==> config.mk <==
export PLATFORM = sky130hd
export DESIGN_NAME = sdl_debug_link
export DESIGN_NICKNAME = d
export VERILOG_FILES = /design/src/rtl/sdl_pkg.sv /design/src/rtl/sdl_baud_if.sv /design/src/rtl/sdl_autobaud.sv /design/src/rtl/sdl_debug_link.sv
export VERILOG_INCLUDE_DIRS = /design/src /design/src/rtl
export SDC_FILE = /design/constraint.sdc
export NUM_CORES = 1
export LEC_CHECK = 0
export ABC_AREA = 1
export BUFFER_PORTS_ARGS = -buffer_cell sky130_fd_sc_hd__buf_4
export CORE_MARGIN = 8
export CORE_UTILIZATION = 45
export CTS_CLUSTER_SIZE = 20
export DETAILED_ROUTE_END_ITERATION = 6
export GPL_ROUTABILITY_DRIVEN = 0
export PLACE_DENSITY_LB_ADDON = 0.12
export SLEW_MARGIN = 25
export SYNTH_ARGS = -nofsm -noshare
export SYNTH_HDL_FRONTEND = slang
export SYNTH_SLANG_ARGS = --single-unit
==> constraint.sdc <==
create_clock -name sys_clk -period 3.2 [get_ports sys_clk]
set_input_delay 0.64 -clock sys_clk [delete_from_list [all_inputs] [get_ports sys_clk]]
set_output_delay 0.64 -clock sys_clk [all_outputs]
set_load 0.03 [all_outputs]
==> src/rtl/sdl_map.svh <==
// Contract
// - Half-duplex open-drain pin, pull low or release
// - Start low, eight data LSB first, stop high
// - Idle after reset until sync 80H arrives
// - Autobaud measures eight low bits in clocks
// - Bit period measurable down to clock/512
// - Nine low bit-times is break, autobaud resets
// - Detect break, framing error, transmit collision
// - On error abort, send four-character break
// - Host break leaves debug mode state alone
// - Serial logic held reset until pin high
// - Debug mode stops CPU instruction fetch
// - Debug mode exits halt, refreshes watchdog
// - Enter debug on breakpoint or strapped pin
// - Leave debug on bit clear or reset
// - Pin low in stop mode starts reset
// - Breakpoint opcode 00H enters debug when enabled
// - Runtime counter counts outside debug, saturates FFFFH
// - Read protection lets writes only set mode bit
`ifndef SDL_MAP_SVH
`define SDL_MAP_SVH

`define SDL_SYNC_CHAR 8'h80
`define SDL_SYNC_LOW_BITS 13'h8
`define SDL_BRK_BITS 13'h9
`define SDL_MIN_RATE_DIV 13'h200
`define SDL_MIN_BP 10'h4
`define SDL_CHAR_BITS 6'ha
`define SDL_ERR_CHARS 6'h4
`define SDL_BRK_OPCODE 8'h00
`define SDL_MODE_BIT 7
`define SDL_RUN_MAX 16'hffff
`define SDL_RUN_RESET 16'h0000

`endif

==> src/rtl/sdl_pkg.sv <==
`default_nettype none
package sdl_pkg;
  typedef enum logic [1:0] {
    AB_WAIT = 2'b00,
    AB_MEAS = 2'b01,
    AB_LOCK = 2'b10,
    AB_STUCK = 2'b11
  } sdl_ab_e;
  typedef enum logic [2:0] {
    LK_IDLE = 3'b000,
    LK_RX = 3'b001,
    LK_TX = 3'b010,
    LK_ERR = 3'b011,
    LK_HOLD = 3'b100
  } sdl_lk_e;
endpackage
`default_nettype wire

==> src/rtl/sdl_baud_if.sv <==
`default_nettype none
interface sdl_baud_if;
  logic abReset;
  logic restart;
  logic locked;
  logic [9:0] bitPeriod;
  logic midTick;
  logic endTick;
  modport gen (input abReset, input restart, output locked, output bitPeriod, output midTick, output endTick);
  modport user (output abReset, output restart, input locked, input bitPeriod, input midTick, input endTick);
endinterface
`default_nettype wire

==> src/rtl/sdl_autobaud.sv <==
`include "sdl_map.svh"
`default_nettype none
module sdl_autobaud
  import sdl_pkg::*;
#(
  parameter logic [12:0] BREAK_SPAN = 13'h1200
) (
  input wire logic sys_clk, // System clock
  input wire logic resetn, // Synchronous reset, active low
  input wire logic pinIn, // Debug pin level
  sdl_baud_if.gen bi // Timing to the link logic
);
  sdl_ab_e abState_ff, nxt_abState;
  logic [12:0] span_ff, nxt_span;
  logic [9:0] bp_ff, nxt_bp;
  logic [9:0] tick_ff, nxt_tick;

  // ********************
  // Measurement
  // ********************
  always_comb begin
    nxt_abState = abState_ff;
    nxt_span = span_ff;
    nxt_bp = bp_ff;
    unique case (abState_ff)
      AB_WAIT: begin
        if (!pinIn) begin
          nxt_span = 13'h1;
          nxt_abState = AB_MEAS;
        end
      end
      AB_MEAS: begin
        if (pinIn) begin
          nxt_bp = 10'(span_ff / `SDL_SYNC_LOW_BITS);
          nxt_abState = (10'(span_ff / `SDL_SYNC_LOW_BITS) >= `SDL_MIN_BP) ? AB_LOCK : AB_WAIT;
        end else if (span_ff >= BREAK_SPAN - 13'h1) begin
          nxt_abState = AB_STUCK;
        end else begin
          nxt_span = span_ff + 13'h1;
        end
      end
      AB_LOCK: begin
      end
      AB_STUCK: begin
        if (pinIn) begin
          nxt_abState = AB_WAIT;
        end
      end
    endcase
    if (bi.abReset) begin
      nxt_abState = AB_STUCK;
    end
  end

  // Bit timer restarts on each start edge so drift never accumulates
  always_comb begin
    nxt_tick = tick_ff + 10'h1;
    if (bi.restart || tick_ff == bp_ff - 10'h1) begin
      nxt_tick = 10'h0;
    end
  end

  assign bi.locked = (abState_ff == AB_LOCK);
  assign bi.bitPeriod = bp_ff;
  assign bi.midTick = bi.locked && (tick_ff == bp_ff / 10'h2);
  assign bi.endTick = bi.locked && (tick_ff == bp_ff - 10'h1);

  always_ff @(posedge sys_clk) begin
    if (!resetn) begin
      abState_ff <= AB_WAIT;
      span_ff <= 13'h0;
      bp_ff <= 10'h0;
      tick_ff <= 10'h0;
    end else begin
      abState_ff <= nxt_abState;
      span_ff <= nxt_span;
      bp_ff <= nxt_bp;
      tick_ff <= nxt_tick;
    end
  end
endmodule // sdl_autobaud
`default_nettype wire

==> src/rtl/sdl_debug_link.sv <==
`include "sdl_map.svh"
`default_nettype none
module sdl_debug_link
  import sdl_pkg::*;
#(
  parameter logic [12:0] BREAK_SPAN = 13'(`SDL_MIN_RATE_DIV * `SDL_BRK_BITS)
) (
  input wire logic sys_clk, // System clock, 100 MHz
  input wire logic resetn, // Synchronous reset, active low
  input wire logic dbgPinIn, // Debug pin level
  output logic dbgPinOut, // Debug pin drive value
  output logic dbgPinOe, // Debug pin pulled low when high
  output logic [7:0] rxData, // Received character
  output logic rxValid, // Received character strobe
  input wire logic [7:0] txData, // Character to send
  input wire logic txValid, // Send request
  output logic txReady, // Transmitter accepts
  output logic cmdAbort, // Abort current command
  output logic linkLocked, // Bit rate known
  input wire logic insnDecode, // CPU decoded an opcode
  input wire logic [7:0] insnOpcode, // Decoded opcode
  input wire logic brkEnable, // Breakpoints enabled
  input wire logic ctrlWrite, // Debug control register write
  input wire logic [7:0] ctrlData, // Debug control write data
  input wire logic flashReadProtect, // Read protection option
  input wire logic stopMode, // Device in stop mode
  input wire logic wdtEnable, // Watchdog enabled
  output logic fetchHalt, // Debug mode, CPU fetch stopped
  output logic haltExit, // Leave halt mode pulse
  output logic wdtRefresh, // Watchdog refresh
  output logic brkIgnored, // Breakpoint run as no-op
  output logic sysResetReq, // System reset request
  output logic [15:0] runtimeCount // Runtime counter
);
  localparam logic [5:0] ERR_BITS = 6'(`SDL_ERR_CHARS * `SDL_CHAR_BITS);
  localparam logic [5:0] STOP_IDX = `SDL_CHAR_BITS - 6'h1;

  sdl_baud_if bi ();

  sdl_autobaud #(
    .BREAK_SPAN(BREAK_SPAN)
  ) u_autobaud (
    .sys_clk(sys_clk),
    .resetn(resetn),
    .pinIn(dbgPinIn),
    .bi(bi.gen)
  );

  // ********************
  // Serial link
  // ********************
  sdl_lk_e lkState_ff, nxt_lkState;
  logic [5:0] bitIdx_ff, nxt_bitIdx;
  logic [9:0] shift_ff, nxt_shift;
  logic [7:0] rxData_ff, nxt_rxData;
  logic rxValid_ff, nxt_rxValid;
  logic abort_ff, nxt_abort;
  logic drvLow_ff, nxt_drvLow;
  logic [12:0] lowCnt_ff, nxt_lowCnt;
  logic [12:0] brkLimit;
  logic hostBreak;
  logic linkErr;
  logic restartReq;

  assign brkLimit = 13'(13'(bi.bitPeriod) * `SDL_BRK_BITS);
  // Only the far side's low time counts; our own zeros are not a break
  assign hostBreak = bi.locked && (lowCnt_ff >= brkLimit)
    && (lkState_ff == LK_IDLE || lkState_ff == LK_RX || lkState_ff == LK_TX);

  always_comb begin
    nxt_lowCnt = 13'h0;
    if (!dbgPinIn && !drvLow_ff && lowCnt_ff != 13'h1fff) begin
      nxt_lowCnt = lowCnt_ff + 13'h1;
    end else if (!dbgPinIn && !drvLow_ff) begin
      nxt_lowCnt = lowCnt_ff;
    end
  end

  always_comb begin
    nxt_lkState = lkState_ff;
    nxt_bitIdx = bitIdx_ff;
    nxt_shift = shift_ff;
    nxt_rxData = rxData_ff;
    nxt_rxValid = 1'b0;
    nxt_abort = 1'b0;
    nxt_drvLow = drvLow_ff;
    linkErr = 1'b0;
    restartReq = 1'b0;
    unique case (lkState_ff)
      LK_IDLE: begin
        // Receive takes priority so the pin is never driven over a host start bit
        if (bi.locked && !dbgPinIn) begin
          restartReq = 1'b1;
          nxt_bitIdx = 6'h0;
          nxt_lkState = LK_RX;
        end else if (bi.locked && txValid) begin
          restartReq = 1'b1;
          nxt_shift = {1'b1, txData, 1'b0};
          nxt_drvLow = 1'b1;
          nxt_bitIdx = 6'h0;
          nxt_lkState = LK_TX;
        end
      end
      LK_RX: begin
        if (bi.midTick) begin
          nxt_bitIdx = bitIdx_ff + 6'h1;
          if (bitIdx_ff == 6'h0) begin
            if (dbgPinIn) begin
              nxt_lkState = LK_IDLE;
            end
          end else if (bitIdx_ff == STOP_IDX) begin
            nxt_lkState = LK_IDLE;
            if (!dbgPinIn) begin
              linkErr = 1'b1;
            end else begin
              nxt_rxData = shift_ff[7:0];
              nxt_rxValid = 1'b1;
            end
          end else begin
            nxt_shift = {2'b00, dbgPinIn, shift_ff[7:1]};
          end
        end
      end
      LK_TX: begin
        if (bi.midTick && !drvLow_ff && !dbgPinIn) begin
          linkErr = 1'b1;
        end else if (bi.endTick) begin
          if (bitIdx_ff == STOP_IDX) begin
            nxt_drvLow = 1'b0;
            nxt_lkState = LK_IDLE;
          end else begin
            nxt_shift = {1'b0, shift_ff[9:1]};
            nxt_drvLow = !shift_ff[1];
            nxt_bitIdx = bitIdx_ff + 6'h1;
          end
        end
      end
      LK_ERR: begin
        if (bi.endTick) begin
          if (bitIdx_ff == ERR_BITS - 6'h1) begin
            nxt_drvLow = 1'b0;
            nxt_lkState = LK_HOLD;
          end else begin
            nxt_bitIdx = bitIdx_ff + 6'h1;
          end
        end
      end
      LK_HOLD: begin
        if (dbgPinIn) begin
          nxt_lkState = LK_IDLE;
        end
      end
      default: begin
        nxt_drvLow = 1'b0;
        nxt_lkState = LK_IDLE;
      end
    endcase
    if (hostBreak) begin
      linkErr = 1'b1;
    end
    // Reply break uses the old rate, so the autobaud is reset only afterwards
    if (linkErr) begin
      restartReq = 1'b1;
      nxt_abort = 1'b1;
      nxt_rxValid = 1'b0;
      nxt_drvLow = 1'b1;
      nxt_bitIdx = 6'h0;
      nxt_lkState = LK_ERR;
    end
  end

  assign bi.restart = restartReq;
  assign bi.abReset = (lkState_ff == LK_HOLD);
  assign txReady = (lkState_ff == LK_IDLE) && bi.locked && dbgPinIn;
  assign linkLocked = bi.locked;
  assign dbgPinOut = 1'b0;
  assign dbgPinOe = drvLow_ff;
  assign rxData = rxData_ff;
  assign rxValid = rxValid_ff;
  assign cmdAbort = abort_ff;

  always_ff @(posedge sys_clk) begin
    if (!resetn) begin
      lkState_ff <= LK_IDLE;
      bitIdx_ff <= 6'h0;
      shift_ff <= 10'h0;
      rxData_ff <= 8'h0;
      rxValid_ff <= 1'b0;
      abort_ff <= 1'b0;
      drvLow_ff <= 1'b0;
      lowCnt_ff <= 13'h0;
    end else begin
      lkState_ff <= nxt_lkState;
      bitIdx_ff <= nxt_bitIdx;
      shift_ff <= nxt_shift;
      rxData_ff <= nxt_rxData;
      rxValid_ff <= nxt_rxValid;
      abort_ff <= nxt_abort;
      drvLow_ff <= nxt_drvLow;
      lowCnt_ff <= nxt_lowCnt;
    end
  end

  // ********************
  // Debug mode
  // ********************
  logic debugMode_ff, nxt_debugMode;
  logic strapPin_ff;
  logic inReset_ff;
  logic haltExit_ff, nxt_haltExit;
  logic wdtRefresh_ff, nxt_wdtRefresh;
  logic brkIgnored_ff, nxt_brkIgnored;
  logic sysResetReq_ff, nxt_sysResetReq;
  logic [15:0] runCnt_ff, nxt_runCnt;
  logic brkHit;

  assign brkHit = insnDecode && (insnOpcode == `SDL_BRK_OPCODE);

  // Serial errors never reach this state, so a break keeps debug mode
  always_comb begin
    nxt_debugMode = debugMode_ff;
    if (ctrlWrite && !ctrlData[`SDL_MODE_BIT] && !flashReadProtect) begin
      nxt_debugMode = 1'b0;
    end
    if (ctrlWrite && ctrlData[`SDL_MODE_BIT]) begin
      nxt_debugMode = 1'b1;
    end
    if (brkHit && brkEnable) begin
      nxt_debugMode = 1'b1;
    end
    if (inReset_ff && !strapPin_ff) begin
      nxt_debugMode = 1'b1;
    end
    nxt_haltExit = nxt_debugMode && !debugMode_ff;
    nxt_wdtRefresh = debugMode_ff && wdtEnable;
    nxt_brkIgnored = brkHit && !brkEnable;
    nxt_sysResetReq = stopMode && !dbgPinIn;
    nxt_runCnt = runCnt_ff;
    if (debugMode_ff && !nxt_debugMode) begin
      nxt_runCnt = `SDL_RUN_RESET;
    end else if (!debugMode_ff && !nxt_debugMode && runCnt_ff != `SDL_RUN_MAX) begin
      nxt_runCnt = runCnt_ff + 16'h1;
    end
  end

  // Pin level is sampled every cycle, so the value held at release is the last reset cycle
  always_ff @(posedge sys_clk) begin
    strapPin_ff <= dbgPinIn;
  end

  always_ff @(posedge sys_clk) begin
    if (!resetn) begin
      debugMode_ff <= 1'b0;
      inReset_ff <= 1'b1;
      haltExit_ff <= 1'b0;
      wdtRefresh_ff <= 1'b0;
      brkIgnored_ff <= 1'b0;
      sysResetReq_ff <= 1'b0;
      runCnt_ff <= `SDL_RUN_RESET;
    end else begin
      debugMode_ff <= nxt_debugMode;
      inReset_ff <= 1'b0;
      haltExit_ff <= nxt_haltExit;
      wdtRefresh_ff <= nxt_wdtRefresh;
      brkIgnored_ff <= nxt_brkIgnored;
      sysResetReq_ff <= nxt_sysResetReq;
      runCnt_ff <= nxt_runCnt;
    end
  end

  assign fetchHalt = debugMode_ff;
  assign haltExit = haltExit_ff;
  assign wdtRefresh = wdtRefresh_ff;
  assign brkIgnored = brkIgnored_ff;
  assign sysResetReq = sysResetReq_ff;
  assign runtimeCount = runCnt_ff;
endmodule // sdl_debug_link
`default_nettype wire

**Word-level counts from Yosys, hierarchy flattened**

Index checks and enable logic that the tools add are counted.

- Bits in registers: 101
- Logic and storage cells: 206
- Input port bits: 34
- Output and inout port bits: 35

- Mux-type cells: 70
- Reductions and logical operators: 59
- Multipliers: 1
- Eq/ne operators: 41
- Bitwise operators: 5
- $lt $le $gt $ge: 3
- Add/sub/neg operators: 6

Operator list:

| kind | count |
|---|---|
| $mux 10 | 8 |
| $mux 13 | 5 |
| $mux 6 | 8 |
| $mux 3 | 10 |
| $ne 3x3->1 const B | 10 |
| $pmux 10 s3 | 1 |
| $ne 2x2->1 const B | 14 |
| $add 13x1->13 const B | 2 |
| $pmux 13 s2 | 1 |
| $logic_and 1x1->1 | 25 |
| $mux 1 | 25 |
| $pmux 6 s4 | 1 |
| $add 16x1->16 const B | 1 |
| $ne 16x16->1 const B | 1 |
| $pmux 3 s5 | 1 |
| $mux 2 | 7 |
| $ge 13x13->1 | 1 |
| $ge 13x13->1 const B | 1 |
| $mul 10x4->13 const B | 1 |
| $ne 13x13->1 const B | 1 |
| $reduce_and 6->1 | 2 |
| $add 10x1->10 const B | 1 |
| $eq 10x10->1 | 1 |
| $eq 10x9->1 | 1 |
| 34 further kinds | 56 |

**Depth between registers and ports, before layout**

- Word-level depth: 10
- Gate-level depth with buffers: 22

**Cells and area by module**

From an unflattened synthesis, not the netlist that was laid out.

- Cells, all modules: 1001
- Area, all modules: 6627.6 um^2

By module, submodules not included:

| module | area each (um^2) | cells each | instances |
|---|---|---|---|
| sdl_debug_link | 4399.2 | 661 | 1 |
| sdl_autobaud | 2228.4 | 340 | 1 |

**Worst setup path after synthesis**

OpenSTA, ideal clock, no wires.

- Path type: reg2reg
- Start: register u_autobaud.bp_ff[4], in the netlist u_autobaud.bi.bitPeriod[4]
- End: register u_autobaud.tick_ff[2]
- Buffers on the path: 0
- Data required time: 3.122 ns
- Data arrival time: 3.445 ns
- Stages on the path, launching flop included: 21
- Period minus slack after synthesis: 3.523 ns
- Setup time: 0.078 ns
- Slack: -0.323 ns
- Cell sequence: dfxtp_1 -> ha_1 -> ha_1 -> inv_1 -> fa_1 -> o21ai_0 -> a21oi_1 -> o21bai_1 -> nand2_1 -> a21oi_1 -> xor2_1 -> ha_1 -> a21oi_1 -> o21ai_0 -> a21oi_1 -> nand3_1 -> nand3_1 -> nand3_1 -> nor2_1 -> nand2_2 -> nor3_1

- Longest elaborated chain between the ends: 10
- Elaborated cells on any way between the ends: 17

RTL lines:

| element | line | text |
|---|---|---|
| from (decl) | sdl_autobaud.sv:15 | `logic [9:0] bp_ff, nxt_bp;` |
| from (signal assigned) | sdl_autobaud.sv:77 | `bp_ff <= nxt_bp;` |
| parallel branches: the longest is 8 deep, another holds $mul 10x4->13 | n/a |  |
| $logic_or 1x1->1 (*) | sdl_autobaud.sv:58 | `if (bi.restart \|\| tick_ff == bp_ff - 10'h1) begin` |
| $reduce_or 2->1 (no line) (*) | n/a |  |
| to (signal assigned) | sdl_autobaud.sv:78 | `tick_ff <= nxt_tick;` |
| to (decl) | sdl_autobaud.sv:16 | `logic [9:0] tick_ff, nxt_tick;` |

Mark *: on every way between the ends.
A chain may end at the register's enable or synchronous reset.

**Worst setup path in the final report**

- Start: register u_autobaud.bp_ff[4], in the netlist u_autobaud.bi.bitPeriod[4]
- End: register u_autobaud.tick_ff[7]

Same word-level chain as after synthesis.

==> results.txt <==
The run finished, with violations left. The checks that failed: setup timing. The worst-case clock skew came out at 10.5 ps.

Summed over all nets, wire length on met3 after detailed routing comes to 944 um. The analysis attributes to cell leakage a power of 3.28 nW. The worst setup path is captured at a flip-flop. The repair_antennas step left the layout with diodes totalling 0. The switching power as a share of total power came out at 42.0%. The measured slew at the worst slew-check pin came out at 703 ps.

The core region area is ~13000 um2. The leftover overflow at the end of global routing came out at 0. Summed over all nets, wire length on met2 after detailed routing comes to between 6 and 7 mm.

The cell family contributing the most delay on the critical path is adder cells. The first-pass GRT wire length came out at 26.7 mm. The number of flip-flops and latches in the synthesized netlist came out at 101. In this run the most critical hold path is launched from brkEnable. CTS placed an instance of sky130_fd_sc_hd__clkbuf_16 at the clock tree root. Buffers placed on the I/O ports in this run total 60. The CTS buffer count is 9. The count of pins over their slew limit is 0. The largest vdd supply drop is 0.000362 V. The number of endpoints with negative hold slack in the final report came out at 0.

In this run the remaining antenna-violating nets after routing total 0. The via count normalized by instance count came out at 5.11. The number of vias after detailed routing is 6015.

The kind of critical path is flip-flop to flip-flop. Global routing used 18.0% of the available tracks across all layers. The final-stage net count came out at 1070.

STA puts the critical path data required time at 3480 ps. STA classifies the critical path startpoint as a flip-flop. Traced cell by cell, the critical path runs through ha_4, ha_4, inv_2, fa_2, o21ai_2, a21oi_1, o21bai_1, nand2_1, a21oi_2, xor2_1, ha_1, a21oi_2, o21ai_1, a21oi_1, nand3_1, nand3_1, nand3_2, nor2_4, nand2_4, nor3_1. The multi-input combinational cells in the finished layout cover a total of 3740 um2. Counting the fill cells in the layout gives 1312.

For this run, the number of standard cells in the final layout without fillers is 1177. The sequential share of power came out at 31.6%. Of all nets on the critical path, the largest fanout is 10. The count of final setup violators came out at 22. The number of placement rows is 42.

The average cell area after synthesis came out at 6.77 um2. The distinct cell type count after synthesis came out at 52. The kind of path behind the tightest hold check is input port to flip-flop. In the synthesized netlist the dominant register cell turns out to be sky130_fd_sc_hd__dfxtp_1. The number of nets handed over by synthesis was about 980. The total net switching power is 2.09 mW. The clock sink count came out at a little over 100. The floorplan die area came out at between 15000 and 20000 um2. The share of synthesized area in the top cell type comes to 32.9%. The width of the die is 133 um. The Yosys warning count came out at 0.

The synthesis-to-layout area growth came out at 20.4%. The final wirelength is approximately 16 mm. Dividing the detail-routed wire length by the instance count gives 13.3 um. The initial core utilization is 46.3%. The number of H-tree branching levels is 3. The total power per unit cell area came out at 672 nW/um2.

In the post-synthesis netlist, the biggest area contributors are sky130_fd_sc_hd__dfxtp_1 (33%), sky130_fd_sc_hd__nand2_1 (11%), sky130_fd_sc_hd__ha_1 (7.9%), sky130_fd_sc_hd__nor2_1 (7.9%), sky130_fd_sc_hd__inv_1 (6.8%). TritonCTS built the clock tree. The post-route DRC violation count came out at 0. Setup repair after global routing could not meet its margin everywhere.

Of the total power, the clock network draws 21.9%. The number of enable-type register cells in the synthesized netlist is 0. The initial antenna violation count came to 0. The headroom to the max-slew limit came out at 52.8%. The cell-internal power came out at 2.89 mW. The launching instance or port of the critical path is u_autobaud.bi.bitPeriod[4]. The count of max-cap constraint violations is 0. For this block, wires on met1 add up to 7.50 mm. In the synthesized netlist the async set-or-reset flop fraction comes to 0%. The highest layer touched by signal routing is met4. The DRC violation total after the first TritonRoute iteration came out at 440. The library cell with the largest summed area after synthesis is sky130_fd_sc_hd__dfxtp_1.

OpenSTA, run right after detailed placement, puts the worst setup slack at -250 ps. Once detailed placement completed, the half-perimeter wirelength came to 12.0 mm. The number of iterations in the first detailed-routing pass came out at 5. The part of the total power dissipated in combinational logic is 46.5%. Among all stages on the critical path, the largest delay is contributed by sky130_fd_sc_hd__dfxtp_4. The number of placed instances, taps included, is 1156. The sum of buffers and inverters on the critical path is 1. The number of placed I/O pins is between 60 and 70. Once routing completed, OpenROAD measured the worst setup slack at -278 ps. The proportion of layout cells with a drive suffix above 1 came out at between 10% and 20%. The shortest clock period the worst path allows after layout is 3480 ps.

From bottom edge to top edge, the die measures 133 um. The arrival time of data at the critical path endpoint came out at 3760 ps. The worst register-to-register path begins at u_autobaud.bi.bitPeriod[4]. The number of global-route vias before repair is approximately 5600. The part of the Yosys area used for sequential elements is 32.9%. The post-synthesis instance area came out at 6150 um2. The number of buffers inserted by hold repair at cts is 0.

The setup total negative slack came out at -4370 ps. After technology mapping, the gate count stands at 909. The pin count of the biggest net entering global routing came out at 37. The timing-limited maximum frequency came out at 288 MHz. The latest clock arrival within the worst-skew pair is 360 ps. The share of the clock period used by the worst path is 109%. The delay of the slowest cell on the worst path came out at approximately 360 ps. The clock transition at the registers of the reported paths is 70 ps. The register area came out at between 2000 and 2500 um2. The maximum buffer depth of the clock tree came out at 2.
registers in the layout, indices dropped and copies added, names as in the netlist, 2 cells and up:
signal                   cells
u_autobaud.bi.bitPeriod     10
u_autobaud.abState_ff        2
bitIdx_ff                    6
lowCnt_ff                   13
shift_ff                    10
u_autobaud.span_ff          13
runtimeCount                16
u_autobaud.tick_ff          10
rxData                       8
lkState_ff                   3
path summary, 6_finish.rpt:
kind                           end  slack (ps)  cells after the start
min reg2reg  u_autobaud.span_ff[1]         490                      2
max          u_autobaud.tick_ff[7]        -280                     20
min                     brkIgnored         450                      2
max reg2reg  u_autobaud.tick_ff[7]        -280                     20
per-layer routing:
| metal | global-route usage, % | up-vias |
|---|---|---|
| met3 | 4.62 | 23 |
| met1 | 23.6 | 2651 |
| li1 | - | 3173 |
| met4 | 5.68 | 0 |
| met2 | 28.2 | 168 |
| met5 | 0 | - |
layout make-up:
cell class | instances | area share (%)
multi-input cells | 676 | 50.4
clock inverters | 4 | 0.388
well taps | 176 | 2.97
inverters | 118 | 6.08
clock buffers | 12 | 3.60
repair buffers | 90 | 9.17
flip-flops and latches | 101 | 27.4
power groups by stage:
| stage | Combinational (mW) | Clock (mW) | Sequential, mW |
|---|---|---|---|
| 6_report | 2.31 | 1.09 | 1.57 |
| 5_1_grt | 2.66 | 1.17 | 1.60 |
| 4_1_cts | 2.27 | 1.11 | 1.57 |
| 3_5_place_dp | 2.24 | 0 | 1.60 |
| 3_3_place_gp | 2.24 | 0 | 1.60 |
| 2_1_floorplan | 1.66 | 0 | 1.61 |
layout by cell type (no fill, tap or decap), types with 3 or more instances in the layout:
cell type / Yosys / final
sky130_fd_sc_hd__nor2_4: 2 / 7
sky130_fd_sc_hd__ha_1: 39 / 36
sky130_fd_sc_hd__dfxtp_1: 101 / 98
sky130_fd_sc_hd__nand3_1: 58 / 57
sky130_fd_sc_hd__a21oi_2: 1 / 4
sky130_fd_sc_hd__inv_2: 6 / 7
sky130_fd_sc_hd__nand3_2: 2 / 3
sky130_fd_sc_hd__o21a_1: 5 / 5
sky130_fd_sc_hd__nor3_2: 2 / 3
sky130_fd_sc_hd__o21ai_0: 62 / 60
sky130_fd_sc_hd__nor4_1: 3 / 3
sky130_fd_sc_hd__xnor2_1: 7 / 7
sky130_fd_sc_hd__inv_1: 112 / 110
sky130_fd_sc_hd__a211oi_1: 3 / 3
sky130_fd_sc_hd__buf_4: 1 / 89
sky130_fd_sc_hd__xor2_1: 17 / 17
sky130_fd_sc_hd__a21oi_1: 67 / 64
sky130_fd_sc_hd__nand2_4: 2 / 3
sky130_fd_sc_hd__nand2_2: 8 / 8
sky130_fd_sc_hd__clkbuf_8: 0 / 3
sky130_fd_sc_hd__nand4_1: 23 / 23
sky130_fd_sc_hd__ha_4: 0 / 3
sky130_fd_sc_hd__nor3_1: 33 / 32
sky130_fd_sc_hd__o21ai_1: 3 / 4
sky130_fd_sc_hd__clkbuf_16: 0 / 9
sky130_fd_sc_hd__nor2_2: 3 / 5
sky130_fd_sc_hd__nor2_1: 129 / 122
sky130_fd_sc_hd__nand2_1: 174 / 173
sky130_fd_sc_hd__or2_2: 3 / 3
per-stage QoR:
| step | util (%) | hold WS [ps] | power (mW) | area (um2) |
|---|---|---|---|---|
| 6_report | 55.7 | 455 | 4.98 | 7410 |
| 5_1_grt | 55.7 | 444 | 5.43 | 7410 |
| 4_1_cts | 55.2 | 448 | 4.95 | 7340 |
| 3_5_place_dp | 52.7 | 476 | 3.84 | 7000 |
| 3_3_place_gp | 52.7 | 473 | 3.84 | 7000 |
| 2_1_floorplan | - | 441 | 3.27 | 6210 |
worst reg2reg max path: cells and delay by family (launching register included):
family,cells,cell delay [ps]
AOI/OAI and AO/OA,7,900
xor gates and xnor gates,1,170
adders and majority gates,4,1020
buffers and inverters,1,30
DFF,1,360
and+or+nand+nor,7,910
what timing repair did:
item                       CTS  global route
setup endpoints to repair   22            22
pin swaps                    7             0
resized for setup            7            13
setup buffers                3             2
cells by family after synthesis:
kind of cell    synth area share [%]
compound gates                  13.6
xor+xnor                        3.42
fa+ha+maj                       8.25
buf+inv                         8.29
flops                           32.9
mux                            0.163
other cells                   0.0609
simple gates                    33.3
synthesized netlist by cell type, types with 2 or more instances:
| master | number |
|---|---|
| sky130_fd_sc_hd__a211oi_1 | 3 |
| sky130_fd_sc_hd__a21oi_1 | 67 |
| sky130_fd_sc_hd__a221oi_1 | 2 |
| sky130_fd_sc_hd__a22oi_1 | 2 |
| sky130_fd_sc_hd__buf_1 | 2 |
| sky130_fd_sc_hd__buf_2 | 3 |
| sky130_fd_sc_hd__clkbuf_1 | 7 |
| sky130_fd_sc_hd__dfxtp_1 | 101 |
| sky130_fd_sc_hd__ha_1 | 39 |
| sky130_fd_sc_hd__inv_1 | 112 |
| sky130_fd_sc_hd__inv_2 | 6 |
| sky130_fd_sc_hd__nand2_1 | 174 |
| sky130_fd_sc_hd__nand2_2 | 8 |
| sky130_fd_sc_hd__nand2_4 | 2 |
| sky130_fd_sc_hd__nand3_1 | 58 |
| sky130_fd_sc_hd__nand3_2 | 2 |
| sky130_fd_sc_hd__nand3b_1 | 2 |
| sky130_fd_sc_hd__nand4_1 | 23 |
| sky130_fd_sc_hd__nor2_1 | 129 |
| sky130_fd_sc_hd__nor2_2 | 3 |
| sky130_fd_sc_hd__nor2_4 | 2 |
| sky130_fd_sc_hd__nor3_1 | 33 |
| sky130_fd_sc_hd__nor3_2 | 2 |
| sky130_fd_sc_hd__nor3b_1 | 2 |
| sky130_fd_sc_hd__nor4_1 | 3 |
| sky130_fd_sc_hd__nor4_2 | 2 |
| sky130_fd_sc_hd__o21a_1 | 5 |
| sky130_fd_sc_hd__o21ai_0 | 62 |
| sky130_fd_sc_hd__o21ai_1 | 3 |
| sky130_fd_sc_hd__o21bai_1 | 2 |
| sky130_fd_sc_hd__o221ai_1 | 2 |
| sky130_fd_sc_hd__o22ai_1 | 2 |
| sky130_fd_sc_hd__or2_2 | 3 |
| sky130_fd_sc_hd__xnor2_1 | 7 |
| sky130_fd_sc_hd__xor2_1 | 17 |
No activity file was read; power rests on OpenSTA's default activity.
